File: src/logic/brc_pkg.sv
// Shared constants and types for the bridge configuration header block
package brc_pkg;

  // Register byte offsets
  localparam logic [7:0] BRC_ID_OFFS = 8'h00;
  localparam logic [7:0] BRC_CMD_OFFS = 8'h04;

  // Identification field positions inside the first dword
  localparam int BRC_MAKER_LSB = 0;
  localparam int BRC_PART_LSB = 16;
  localparam int BRC_ID_W = 16;

  // Command field positions
  localparam int BRC_CMD_W = 16;
  localparam int BRC_CMD_IO_EN = 0;
  localparam int BRC_CMD_MEM_EN = 1;
  localparam int BRC_CMD_MASTER_EN = 2;
  localparam int BRC_CMD_PARITY_RSP = 6;
  localparam int BRC_CMD_SYS_ERR_EN = 8;
  localparam int BRC_CMD_INT_DIS = 10;
  localparam int BRC_CMD_RW_N = 6;
  localparam int BRC_CMD_RW_POS [BRC_CMD_RW_N] = '{
    BRC_CMD_IO_EN, BRC_CMD_MEM_EN, BRC_CMD_MASTER_EN,
    BRC_CMD_PARITY_RSP, BRC_CMD_SYS_ERR_EN, BRC_CMD_INT_DIS};
  localparam logic [BRC_CMD_W-1:0] BRC_CMD_RST = 16'h0000;

  // Status half of the command dword
  localparam int BRC_STAT_MDPE = 24;
  localparam logic BRC_STAT_MDPE_RST = 1'b0;

  // Transaction gate lanes
  localparam int BRC_LN_IO = 0;
  localparam int BRC_LN_MEMRD = 1;
  localparam int BRC_LN_MASTER = 2;
  localparam int BRC_LN_SEC = 3;
  localparam int BRC_LN_MWI = 4;
  localparam int BRC_LN_FATAL = 5;
  localparam int BRC_LN_NONFATAL = 6;
  localparam int BRC_LN_INTA = 7;
  localparam int BRC_LN_N = 8;
  localparam logic [BRC_LN_N-1:0] BRC_LN_IDLE = 8'h80;

  // Field access types
  typedef enum logic [2:0] {
    BRC_ACC_RO = 3'h0,
    BRC_ACC_RO_STICKY = 3'h1,
    BRC_ACC_RW = 3'h2,
    BRC_ACC_W1C = 3'h3,
    BRC_ACC_RW_STICKY = 3'h4,
    BRC_ACC_W1C_STICKY = 3'h5
  } brc_acc_t;

endpackage

File: src/logic/brc_cfg_if.sv
// Configuration write path from the header decoder to its field cells
`timescale 1ns/1ps
`default_nettype none
interface brc_cfg_if;
  logic wr;
  logic [31:0] wdata;
  logic [3:0] be;
  logic hot_rst;

  modport master (output wr, output wdata, output be, output hot_rst);
  modport field (input wr, input wdata, input be, input hot_rst);
endinterface // brc_cfg_if
`default_nettype wire

File: src/logic/brc_field.sv
// One configuration field cell with selectable access type
`timescale 1ns/1ps
`default_nettype none
module brc_field
  import brc_pkg::*;
#(
  parameter int W = 1,
  parameter int LSB = 0,
  parameter brc_acc_t ACC = BRC_ACC_RW,
  parameter logic [W-1:0] RST = '0
) (
  // Clock and reset
  input wire logic ref_clk_i,
  input wire logic rst_b_i,
  // Write path
  brc_cfg_if.field cfg,
  // Hardware side
  input wire logic [W-1:0] set_i,
  output logic [W-1:0] val_o
);
  typedef struct packed {
    logic [W-1:0] val;
  } brc_fld_st_t;

  localparam bit STICKY = (ACC == BRC_ACC_RO_STICKY) ||
    (ACC == BRC_ACC_RW_STICKY) || (ACC == BRC_ACC_W1C_STICKY);

  brc_fld_st_t st_r;
  brc_fld_st_t st_nxt;

  always_comb begin
    st_nxt = st_r;
    for (int i = 0; i < W; i++) begin
      unique case (ACC)
        BRC_ACC_RO: st_nxt.val[i] = RST[i];
        BRC_ACC_RO_STICKY: st_nxt.val[i] = st_r.val[i] | set_i[i];
        BRC_ACC_RW, BRC_ACC_RW_STICKY: begin
          if (cfg.wr && cfg.be[(LSB + i) / 8]) begin
            st_nxt.val[i] = cfg.wdata[LSB + i];
          end
        end
        BRC_ACC_W1C, BRC_ACC_W1C_STICKY: begin
          if (cfg.wr && cfg.be[(LSB + i) / 8] && cfg.wdata[LSB + i]) begin
            st_nxt.val[i] = 1'b0;
          end
          if (set_i[i]) begin
            st_nxt.val[i] = 1'b1;
          end
        end
        default: st_nxt.val[i] = RST[i];
      endcase
    end
    // Sticky fields survive a hot reset
    if (cfg.hot_rst && !STICKY) begin
      st_nxt.val = RST;
    end
  end

  always_ff @(posedge ref_clk_i or negedge rst_b_i) begin
    if (!rst_b_i) begin
      st_r <= '{val: RST};
    end else begin
      st_r <= st_nxt;
    end
  end

  assign val_o = st_r.val;
endmodule // brc_field
`default_nettype wire

File: src/logic/brc_gate.sv
// Registered enable gates for transaction and signalling lanes
`timescale 1ns/1ps
`default_nettype none
module brc_gate #(
  parameter int N = 1,
  parameter logic [N-1:0] IDLE = '0
) (
  // Clock and reset
  input wire logic ref_clk_i,
  input wire logic rst_b_i,
  // Lanes
  input wire logic [N-1:0] req_i,
  input wire logic [N-1:0] en_i,
  output logic [N-1:0] out_o
);
  typedef struct packed {
    logic [N-1:0] q;
  } brc_gate_st_t;

  brc_gate_st_t st_r;
  brc_gate_st_t st_nxt;

  always_comb begin
    st_nxt.q = IDLE ^ (req_i & en_i);
  end

  always_ff @(posedge ref_clk_i or negedge rst_b_i) begin
    if (!rst_b_i) begin
      st_r <= '{q: IDLE};
    end else begin
      st_r <= st_nxt;
    end
  end

  assign out_o = st_r.q;
endmodule // brc_gate
`default_nettype wire

File: src/logic/brc_header.sv
// Type-1 configuration header start: identification and command control
`timescale 1ns/1ps
`default_nettype none
// Functional notes
// Writing 1 clears a write-one-clear field; writing 0 leaves it.
// Field cells offer six access types; sticky ones survive hot reset.
// Dword 00h bits 15:0 return the fixed maker identifier.
// Dword 00h bits 31:16 return the fixed part identifier.
// Command bit 0 gates response to primary I/O; resets to 0.
// Command bit 1 gates primary memory reads; resets to 0.
// Bit 2 clear blocks primary mastering and secondary responses.
// Bit 2 set lets forwarded secondary traffic master the primary.
// Bit 3 reads 0; no special cycle target response ever.
// Bit 4 reads 0; write-invalidate only issued when forwarding.
// Bits 5, 7, 9 are read-only zero.
// Bit 6 enables parity status setting on poison or parity error.
// Bit 8 with forward mode enables fatal and non-fatal messages.
// Bit 10 set holds the legacy interrupt A output deasserted.
// Status bit 24 is write-one-clear, set on poison when enabled.
// Command bits 15:11 read 0 and ignore writes.
// Writes to identification and hardwired bits are ignored.
module brc_header
  import brc_pkg::*;
#(
  // Arbitrary neutral identification values
  parameter logic [BRC_ID_W-1:0] MAKER_ID = 16'h1A2B,
  parameter logic [BRC_ID_W-1:0] PART_ID = 16'h3C4D
) (
  // Clock and resets
  input wire logic ref_clk_i,
  input wire logic rst_b_i,
  input wire logic hot_rst_i,
  // Configuration access
  input wire logic cfg_req_i,
  input wire logic cfg_wr_i,
  input wire logic [7:0] cfg_addr_i,
  input wire logic [31:0] cfg_wdata_i,
  input wire logic [3:0] cfg_be_i,
  output logic [31:0] cfg_rdata_o,
  output logic cfg_ack_o,
  // Primary target decode
  input wire logic pri_io_req_i,
  input wire logic pri_mem_rd_req_i,
  output logic pri_io_accept_o,
  output logic pri_mem_rd_accept_o,
  // Forwarding and mastering
  input wire logic sec_fwd_req_i,
  input wire logic sec_txn_req_i,
  input wire logic mwi_fwd_req_i,
  output logic pri_master_grant_o,
  output logic sec_txn_accept_o,
  output logic mwi_issue_o,
  // Parity events on the primary
  input wire logic pri_poison_cpl_i,
  input wire logic pri_poison_wr_i,
  input wire logic pri_parity_err_i,
  // Error messages
  input wire logic fwd_mode_i,
  input wire logic err_fatal_i,
  input wire logic err_nonfatal_i,
  output logic err_fatal_msg_o,
  output logic err_nonfatal_msg_o,
  // Legacy interrupt
  input wire logic intx_req_i,
  output logic legacy_interrupt_a_out_b_o,
  // Status view
  output logic [BRC_CMD_W-1:0] command_control_o,
  output logic mdpe_status_o
);
  typedef struct packed {
    logic [31:0] rdata;
    logic ack;
    logic [BRC_CMD_W-1:0] cmd;
    logic mdpe;
  } brc_hdr_st_t;

  brc_hdr_st_t st_r;
  brc_hdr_st_t st_nxt;

  brc_cfg_if cfg ();

  logic [BRC_CMD_RW_N-1:0] rw_val;
  logic [BRC_CMD_W-1:0] cmd_view;
  logic mdpe_val;
  logic mdpe_set;
  logic [BRC_LN_N-1:0] ln_req;
  logic [BRC_LN_N-1:0] ln_en;
  logic [BRC_LN_N-1:0] ln_out;
  logic hit_id;
  logic hit_cmd;

  assign hit_id = cfg_addr_i == BRC_ID_OFFS;
  assign hit_cmd = cfg_addr_i == BRC_CMD_OFFS;

  // Only the command dword holds writable fields
  assign cfg.wr = cfg_req_i && cfg_wr_i && hit_cmd;
  assign cfg.wdata = cfg_wdata_i;
  assign cfg.be = cfg_be_i;
  assign cfg.hot_rst = hot_rst_i;

  // Writable command bits
  for (genvar k = 0; k < BRC_CMD_RW_N; k++) begin : g_cmd
    brc_field #(
      .W(1),
      .LSB(BRC_CMD_RW_POS[k]),
      .ACC(BRC_ACC_RW),
      .RST(BRC_CMD_RST[BRC_CMD_RW_POS[k]])
    ) u_cmd (
      .ref_clk_i(ref_clk_i),
      .rst_b_i(rst_b_i),
      .cfg(cfg),
      .set_i(1'b0),
      .val_o(rw_val[k])
    );
  end

  // Hardwired and reserved bits stay zero
  always_comb begin
    cmd_view = '0;
    for (int k = 0; k < BRC_CMD_RW_N; k++) begin
      cmd_view[BRC_CMD_RW_POS[k]] = rw_val[k];
    end
  end

  // Master data parity error status
  assign mdpe_set = cmd_view[BRC_CMD_PARITY_RSP] &&
    (pri_poison_cpl_i || pri_poison_wr_i || pri_parity_err_i);

  brc_field #(
    .W(1),
    .LSB(BRC_STAT_MDPE),
    .ACC(BRC_ACC_W1C),
    .RST(BRC_STAT_MDPE_RST)
  ) u_mdpe (
    .ref_clk_i(ref_clk_i),
    .rst_b_i(rst_b_i),
    .cfg(cfg),
    .set_i(mdpe_set),
    .val_o(mdpe_val)
  );

  // Lane requests and their enables
  always_comb begin
    ln_req = '0;
    ln_en = '0;
    ln_req[BRC_LN_IO] = pri_io_req_i;
    ln_en[BRC_LN_IO] = cmd_view[BRC_CMD_IO_EN];
    ln_req[BRC_LN_MEMRD] = pri_mem_rd_req_i;
    ln_en[BRC_LN_MEMRD] = cmd_view[BRC_CMD_MEM_EN];
    ln_req[BRC_LN_MASTER] = sec_fwd_req_i;
    ln_en[BRC_LN_MASTER] = cmd_view[BRC_CMD_MASTER_EN];
    ln_req[BRC_LN_SEC] = sec_txn_req_i;
    ln_en[BRC_LN_SEC] = cmd_view[BRC_CMD_MASTER_EN];
    ln_req[BRC_LN_MWI] = mwi_fwd_req_i;
    ln_en[BRC_LN_MWI] = cmd_view[BRC_CMD_MASTER_EN];
    ln_req[BRC_LN_FATAL] = err_fatal_i;
    ln_en[BRC_LN_FATAL] = cmd_view[BRC_CMD_SYS_ERR_EN] && fwd_mode_i;
    ln_req[BRC_LN_NONFATAL] = err_nonfatal_i;
    ln_en[BRC_LN_NONFATAL] = cmd_view[BRC_CMD_SYS_ERR_EN] &&
      fwd_mode_i;
    ln_req[BRC_LN_INTA] = intx_req_i;
    ln_en[BRC_LN_INTA] = !cmd_view[BRC_CMD_INT_DIS];
  end

  brc_gate #(
    .N(BRC_LN_N),
    .IDLE(BRC_LN_IDLE)
  ) u_gate (
    .ref_clk_i(ref_clk_i),
    .rst_b_i(rst_b_i),
    .req_i(ln_req),
    .en_i(ln_en),
    .out_o(ln_out)
  );

  // Read decode and answer
  always_comb begin
    st_nxt = st_r;
    st_nxt.ack = cfg_req_i;
    st_nxt.rdata = '0;
    st_nxt.cmd = cmd_view;
    st_nxt.mdpe = mdpe_val;
    if (cfg_req_i && !cfg_wr_i) begin
      if (hit_id) begin
        st_nxt.rdata[BRC_MAKER_LSB +: BRC_ID_W] = MAKER_ID;
        st_nxt.rdata[BRC_PART_LSB +: BRC_ID_W] = PART_ID;
      end else if (hit_cmd) begin
        st_nxt.rdata[BRC_CMD_W-1:0] = cmd_view;
        st_nxt.rdata[BRC_STAT_MDPE] = mdpe_val;
      end
    end
  end

  always_ff @(posedge ref_clk_i or negedge rst_b_i) begin
    if (!rst_b_i) begin
      st_r <= '{rdata: 32'h0000_0000, ack: 1'b0, cmd: BRC_CMD_RST,
                mdpe: BRC_STAT_MDPE_RST};
    end else begin
      st_r <= st_nxt;
    end
  end

  assign cfg_rdata_o = st_r.rdata;
  assign cfg_ack_o = st_r.ack;
  assign command_control_o = st_r.cmd;
  assign mdpe_status_o = st_r.mdpe;
  assign pri_io_accept_o = ln_out[BRC_LN_IO];
  assign pri_mem_rd_accept_o = ln_out[BRC_LN_MEMRD];
  assign pri_master_grant_o = ln_out[BRC_LN_MASTER];
  assign sec_txn_accept_o = ln_out[BRC_LN_SEC];
  assign mwi_issue_o = ln_out[BRC_LN_MWI];
  assign err_fatal_msg_o = ln_out[BRC_LN_FATAL];
  assign err_nonfatal_msg_o = ln_out[BRC_LN_NONFATAL];
  assign legacy_interrupt_a_out_b_o = ln_out[BRC_LN_INTA];
endmodule // brc_header
`default_nettype wire

File: config.mk
export PLATFORM = sky130hd
export DESIGN_NAME = brc_header
export DESIGN_NICKNAME = d
export VERILOG_FILES = /design/src/logic/brc_pkg.sv /design/src/logic/brc_cfg_if.sv /design/src/logic/brc_field.sv /design/src/logic/brc_gate.sv /design/src/logic/brc_header.sv
export SDC_FILE = /design/constraint.sdc
export NUM_CORES = 1
export LEC_CHECK = 0
export BUFFER_PORTS_ARGS = -buffer_cell sky130_fd_sc_hd__buf_4
export CORE_UTILIZATION = 35
export CTS_BUF_LIST = sky130_fd_sc_hd__clkbuf_4
export CTS_CLUSTER_SIZE = 25
export DETAILED_ROUTE_END_ITERATION = 10
export PLACE_DENSITY_LB_ADDON = 0.15
export SYNTH_ARGS = -nofsm -noshare
export SYNTH_HDL_FRONTEND = slang
export SYNTH_HIERARCHICAL = 1
export SYNTH_SLANG_ARGS = --single-unit
File: constraint.sdc
create_clock -name ref_clk_i -period 1.38 [get_ports ref_clk_i]
set_input_delay 0.069 -clock ref_clk_i [delete_from_list [all_inputs] [get_ports ref_clk_i]]
set_output_delay 0.069 -clock ref_clk_i [all_outputs]
set_load 0.005 [all_outputs]
## Yosys cells after proc, flatten, opt, wreduce, memory -nomap -nowiden

Cells that the tools add are included.

- Register bits: 55
- Bits of input ports: 61
- Output and inout port bits: 58
- Word-level logic and storage cells: 54

- Equal/unequal tests: 1
- Mux-type cells: 22
- Bitwise operators: 2
- Reduce and logical (&&, ||, !) cells: 17

Operators by type and width:

| kind | count |
|---|---|
| 2-to-1 mux 32 bit | 1 |
| 2-to-1 mux 1 bit | 17 |
| 2-to-1 mux 13 bit | 1 |
| 2-to-1 mux 11 bit | 1 |
| logical AND 1 bit | 9 |
| bitwise AND 8 bit | 1 |
| equality test 8 x 3 -> 1 bit (second input constant) | 1 |
| zero test 8 bit | 1 |
| 2-to-1 mux 7 bit | 1 |
| 2-to-1 mux 5 bit | 1 |
| nonzero test 2 bit | 2 |
| nonzero test 3 bit | 1 |
| zero test 1 bit | 2 |
| logical OR 1 bit | 2 |
| NOT 1 bit | 1 |

## Longest topological paths before layout

Gate-level depths: netlist (run 1).

- Word-level depth: 7
- Depth in mapped cells: 5
- Depth with buffers taken out: 4

## Cells and area by module

Netlist (run 1), hierarchy kept.

Modules (own cells, without submodules):

| module | instances | cells each | area an instance (µm²) | seq. area each (µm²) |
|---|---|---|---|---|
| brc_header | 1 | 78 | 884.6 | 400.4 |
| brc_field | 7 | 4 | 48.8 | 25.0 |
| brc_gate | 1 | 16 | 249.0 | 201.4 |

## Worst setup path before layout (run 1)

OpenSTA, ideal clock, no wires.

- Path type: input to register
- Start: in cfg_addr_i[6]
- End: reg u_mdpe.st_r (netlist: u_mdpe/val_o)
- Setup time: 0.117 ns
- Data arrival time: 1.845 ns
- Data required time: 1.263 ns
- Setup slack: -0.582 ns
- Stages: 5
- Path buffers: 1
- Path through: or4_4 buf_6 nor3_1 and4b_1 nor3_2

- Word-level cells in the longest chain between the ends: 5

Ends and longest elaborated chain:

| item | RTL line | source |
|---|---|---|
| start: declaration | brc_header.sv:36 | `input wire logic [7:0] cfg_addr_i,` |
| equality test 8 x 3 -> 1 bit | brc_header.sv:93 | `assign hit_cmd = cfg_addr_i == BRC_CMD_OFFS;` |
| logical AND 1 bit | brc_header.sv:96 | `assign cfg.wr = cfg_req_i && cfg_wr_i && hit_cmd;` |
| via cfg.wr | brc_cfg_if.sv:5 | `logic wr;` |
| logical AND 1 bit (2 in series) | brc_field.sv:43 | `if (cfg.wr && cfg.be[(LSB + i) / 8] && cfg.wdata[LSB + i]) begin` |
| nonzero test 3 bit (no line) | n/a |  |
| end signal: assignment | brc_field.sv:61 | `st_r <= '{val: RST};` |
| end signal: assignment | brc_field.sv:63 | `st_r <= st_nxt;` |
| end: declaration | brc_field.sv:28 | `brc_fld_st_t st_r;` |

The timed path passes the listed nets, and every way through them passes these cells.
A chain may end at the register's enable or synchronous reset.

## Final worst setup path (run 1)

- Start: in cfg_req_i
- End: reg u_mdpe.st_r (netlist: u_mdpe/val_o)

- Word-level cells in the longest chain between the ends: 5

Ends and longest elaborated chain:

| item | RTL line | source |
|---|---|---|
| start: declaration | brc_header.sv:34 | `input wire logic cfg_req_i,` |
| logical AND 1 bit (2 in series) | brc_header.sv:96 |  |
| via cfg.wr | brc_cfg_if.sv:5 |  |
| logical AND 1 bit (2 in series) | brc_field.sv:43 |  |
| nonzero test 3 bit (no line) | n/a |  |

The timed path passes the listed nets, and every way through them passes these cells.

==> results.cfg, run 1 <==
[route]
dr_total_vias = 1073
drtPass1Iterations = 4
avgViaCountPerCell = 4.26
wl_per_cell_um = 11.5
drtIter0Drc = 30
drc = 0
drt-total-wl_mm = 2.89
antenna_left = 0

[worst_setup_path]
crit_path_top_delay_cell = dlygate4sd3_1
path_class = input pin to flop
cp_data_arrival_time_ns = 1.46
startpoint_type = input pin
path_max_fanout = 13
critPathCaptureType = flop
cp_cell_sequence = dlygate4sd3_1 -> buf_4 -> nand3_1 -> nor3_4 -> buf_12 -> and4b_1 -> nor3_2
critPathMaxStageDelay_ns = 0.53
required_ns = 1.60

[floorplan]
rows = 23
io_pins = 119
coreArea_mm2 = 0.00403
die-area_mm2 = 0.00448
die_w_um = 66.9
initial_core_util = 0.366
die_height_um = 66.9

[pwr]
p_per_area_mw_per_mm2 = 824
ir_drop_mv = 0.383
leakage_nw = 1.08

[clocking]
cts_tree = built
cts_inserted_buffers = 5
clock_latency_ns = 0.33
post-cts-setup-buffers = 0
clock-sinks = 31
cts-root-buf = clkbuf_4
clockBufferDepth = 2
cts_max_level = 2
cts.clk_slew.worst_paths_ns = 0.09

[sta]
finalSetupViolCount = 0
relSlewSlack = 0.639
fin_worst_skew_ns = 0.000730
worstMarginPinSlew_ns = 0.542
maxSlewViolCount = 0
rsz0062_at_grt = false
final_hold_viol_count = 0
fin_crit_sh = 0.902
layout_min_cycle_time_ns = 1.25
finalSetupTns_ns = 0
fmax_ghz = 0.803

[finish]
layout-drive-gt1-share = 0.480
syn2layout_area_growth_pct = 45.5
final_core_util = 0.533
nNetsFinal = 262
design_area_mm2 = 0.00215
fin_cells = 252
antenna_cells = 0

[synthesis]
yosys.cell_count.top_type = buf_4
synth_cell_type_count = 24
synthCells = 122
syn_area_mm2 = 0.00148
synthMuxAreaShare = 0
avgSynthCellArea_um2 = 12.1
synthSimpleGateAreaFrac = 0.155
synth_top_family_by_area = buffers and inverters
synth.top_cell.area_share = 0.509
synth-seq-area-share = 0.527
synth-warning-count = 6
netlist_top_cells_count = buf_4 (34), dfrtp_1 (30), and2_1 (8)
ys_ff_latch = 31
synthTopCellsByArea = dfrtp_1 (51%), buf_4 (17%), nor4_2 (4.2%)
synth_ff_type = dfrtp_1
synth_top_cell_by_area = dfrtp_1
postSynth.asyncResetShare = 1.00
synth-xor-area-share = 0
synth_fa_ha_area_frac = 0
synth-edff-count = 0
synth_compound_area_frac = 0.120

[placement]
gp_congestion = 0.623
port-buffer-count = 70
hpwl_mm = 2.12
numPlacedInstances = 228
dpl_cell_area_mm2 = 0.00191

[worst_hold_path]
hold_path.class = input pin to flop

[global_routing]
grt_first_pass_wirelength_mm = 4.20
overflow = 0
first_global_vias = 929
antenna_found_initial = 0
grtUsageTotal = 0.134
grt_max_degree = 32

[outcome]
status = finished clean

[flow_run]
maxCapViolations = 0
==> metrics by stage <==
| stage | hold slack (ns) | power, W | worst slack [ns] |
|---|---|---|---|
| after floorplan | -0.227 | 0.00102 | -0.140 |
| after global placement | 0.0128 | 0.00108 | -0.103 |
| after detailed placement | 0.0163 | 0.00108 | -0.126 |
| after CTS | 0.00943 | 0.00178 | 0.148 |
| after global routing | 0.00235 | 0.00185 | 0.0898 |
| final | 0.0153 | 0.00177 | 0.135 |
==> what timing repair did <==
action,in CTS,in global routing
endpoints found under the hold margin,47,1
resized for setup,0,0
endpoints found under the setup margin,0,0
hold buffers,15,1
==> critical path: cells and delay by family <==
kind	cells	cell delay, ns
and+or+nand+nor	4	0.59
buffers and inverters	3	0.80
==> routing by layer <==
metal / wire length [µm] / global-route usage / part of all wire
met5: 0 / 0 / 0
met4: 55 / 0.0957 / 0.019
met3: 255 / 0.0240 / 0.088
met2: 1420 / 0.229 / 0.49
met1: 1160 / 0.148 / 0.40
==> cells in the final DEF (no fill, tap or decap), types with 2 or more instances in the layout <==
master / instances
nand2_1: 6
inv_1: 3
nand3_1: 7
and2_1: 8
a2111oi_4: 2
dlygate4sd3_1: 16
a21oi_2: 6
conb_1: 22
nor4_2: 5
clkbuf_4: 5
buf_4: 72
dfrtp_1: 30
a21bo_1: 6
==> kinds of logic after synthesis <==
family          Yosys count
buf+inv                  41
compound gates           15
flops                    31
other cells               1
simple gates             34
==> sequential cells by signal (all words and copies together) (netlist names) <==
name / flops
cfg_ack_o: 1
cfg_rdata_o: 8
command_control_o: 6
g_cmd.u_cmd/val_o: 6
mdpe_status_o: 1
u_gate/out_o: 8
u_mdpe/val_o: 1
==> report_power, final <==
part	switching, W	total [W]	internal [W]
registers	0.000000947	0.000913	0.000912
clock network	0.000298	0.000670	0.000372
logic	0.0000838	0.000185	0.000102
==> final timing paths <==
| check | start | endpoint | slack, ns | cells past startpoint |
|---|---|---|---|---|
| worst max-delay path | cfg_req_i | u_mdpe/val_o | 0.13 | 7 |
| worst min-delay path | cfg_addr_i[2] | cfg_rdata_o[28] | 0.02 | 2 |
| worst max register to register | g_cmd[1].u_cmd/val_o | cfg_rdata_o[1] | 0.38 | 2 |
| worst min register to register | u_mdpe/val_o | mdpe_status_o | 0.42 | 0 |
| max in group asynchronous | rst_b_i | u_gate/out_o[7] | 0.88 | 2 |
| min in group asynchronous | rst_b_i | u_gate/out_o[6] | 0.19 | 2 |
==> cell type report <==
type	instances	area (µm²)
Fill cell	374	1880
Sequential cell	31	777
Clock inverter	3	38.8
Clock buffer	5	37.5
Tap cell	50	62.6
Inverter	3	11.3
Timing Repair Buffer	89	721
Multi-Input combinational cell	71	499
(Power assumes the default switching activity.)
==> run 2, diff against run 1 <==
--- a/config.mk
+++ b/config.mk
@@ -10,7 +10,7 @@
 export CTS_BUF_LIST = sky130_fd_sc_hd__clkbuf_4
 export CTS_CLUSTER_SIZE = 25
 export DETAILED_ROUTE_END_ITERATION = 10
-export PLACE_DENSITY_LB_ADDON = 0.15
+export PLACE_DENSITY = 0.72
 export SYNTH_ARGS = -nofsm -noshare
 export SYNTH_HDL_FRONTEND = slang
 export SYNTH_HIERARCHICAL = 1
==> results.cfg, run 2 (synthesized netlist as in run 1, its figures left out) <==
[clocking]
cts_resized = 0
cts_tree = built
cts_max_level = 2
cts.clk_slew.worst_paths_ns = 0.08
cts-root-buf = clkbuf_4
clock-sinks = 31
ctsHoldBuffers = 12
post-cts-setup-buffers = 0
cts_inserted_buffers = 5
clockBufferDepth = 2
clock_latency_ns = 0.32

[worst_setup_path]
critical_path_buf_inv_count = 3
crit_path_top_delay_cell = dlygate4sd3_1
path_max_fanout = 13
path_delay_family = buffers and inverters
cp_cell_sequence = dlygate4sd3_1 -> buf_4 -> nand3_1 -> nor3_4 -> buf_12 -> and4b_1 -> nor3_2
critPathMaxStageDelay_ns = 0.53
worstRegToRegCells = 3
required_ns = 1.59
startpoint_type = input pin
cp_data_arrival_time_ns = 1.43
critPathCaptureType = flop
path_class = input pin to flop
critical_path_depth = 7

[route]
drtIter0Drc = 12
drtPass1Iterations = 2
avgViaCountPerCell = 4.20
dr_total_vias = 1047
antenna_left = 0
wl_per_cell_um = 10.9
drc = 0
drt-total-wl_mm = 2.72

[floorplan]
initial_core_util = 0.366
die_w_um = 66.9
coreArea_mm2 = 0.00403
rows = 23
die-area_mm2 = 0.00448
io_pins = 119
die_height_um = 66.9

[finish]
antenna_cells = 0
layout_commonest_cell = buf_4
nNetsFinal = 260
n_fill_cell = 379
layout_common_cells = buf_4 (72), dfrtp_1 (30), conb_1 (22)
seq_area_um2 = 777
fin_cells = 249
syn2layout_area_growth_pct = 42.2
multiInputGateArea_um2 = 499
layout-drive-gt1-share = 0.482

[sta]
finalSetupViolCount = 0
final_hold_viol_count = 0
fin_worst_skew_ns = 0.00679
relSlewSlack = 0.652
rsz0062_at_grt = false
maxSlewViolCount = 0
hold_ws_ns = 0.0150
layout_min_cycle_time_ns = 1.22
fmax_ghz = 0.818
worstMarginPinSlew_ns = 0.523
fin_crit_sh = 0.886

[placement]
numPlacedInstances = 228
gp_congestion = 0.702
port-buffer-count = 70
hpwl_mm = 1.97

[pwr]
p_per_area_mw_per_mm2 = 735
netSwitchingPower_w = 0.000351
pwr-share-seq = 0.592
power.total_w = 0.00154
p_int_w = 0.00119
comb_power_share = 0.116
ir_drop_mv = 0.288
p_clk_frac = 0.292
leakage_nw = 1.05
switching_share = 0.228

[global_routing]
first_global_vias = 970
grtUsageTotal = 0.134
grt_max_degree = 32
overflow = 0
grt_first_pass_wirelength_mm = 4.33
antenna_found_initial = 0

[worst_hold_path]
hold_path.class = input pin to flop
worstHoldPathCells = 3

[flow_run]
maxCapViolations = 0

[outcome]
status = finished clean
==> run 2: cell types whose count changed in the layout (fill, tap and decap cells not counted), sizes merged <==
cell,delta
dlygate4sd3,-2
bufinv,-1
==> run 2: worst paths after layout <==
kind / startpoint / to / slack [ns]
setup / recovery: cfg_req_i / u_mdpe/val_o / 0.16
hold / removal: cfg_wdata_i[6] / g_cmd[3].u_cmd/val_o / 0.01
min in group asynchronous: rst_b_i / command_control_o[10] / 0.23
hold reg to reg: u_mdpe/val_o / mdpe_status_o / 0.43
setup reg to reg: g_cmd[3].u_cmd/val_o / u_mdpe/val_o / 0.38
max in group asynchronous: rst_b_i / u_gate/out_o[7] / 0.85
==> run 2: power by group through the flow <==
stage / sequential, W / combinational (W) / clock (W)
after floorplan: 0.000932 / 0.0000861 / 0
after global placement: 0.000931 / 0.000145 / 0
after detailed placement: 0.000931 / 0.000146 / 0
after CTS: 0.000913 / 0.000174 / 0.000471
after global routing: 0.000913 / 0.000198 / 0.000524
final: 0.000913 / 0.000179 / 0.000449
==> run 2: layout make-up <==
type                            count  area share
Tap cell                           50      0.0298
Sequential cell                    31       0.371
Timing Repair Buffer               87       0.334
Multi-Input combinational cell     71       0.238
Clock buffer                        5      0.0179
Clock inverter                      2     0.00418
Inverter                            3     0.00537
==> run 2: through the flow <==
step / setup slack [ns] / cell area [µm²] / setup TNS [ns] / util
finish: 0.158 / 2100 / 0 / 0.520
global route: 0.0958 / 2100 / 0 / 0.520
CTS: 0.158 / 2080 / 0 / 0.516
detailed placement: -0.118 / 1910 / -0.304 / 0.474
global placement: -0.107 / 1910 / -0.220 / 0.474
floorplan: -0.140 / 1570 / -0.521 / -
==> run 2: worst register-to-register path, delay by kind of cell (launching register included) <==
family | cells | cell delay, ns
compound gates | 1 | 0.17
simple gates | 2 | 0.34
flops | 1 | 0.41
==> run 2: metal layers <==
metal | global-route usage | share of wire | up-vias
li1 | - | - | 505
met3 | 0.0411 | 0.090 | 2
met1 | 0.139 | 0.36 | 481
met2 | 0.244 | 0.54 | 59
met4 | 0.0638 | 0.0099 | 0
met5 | 0 | 0 | -
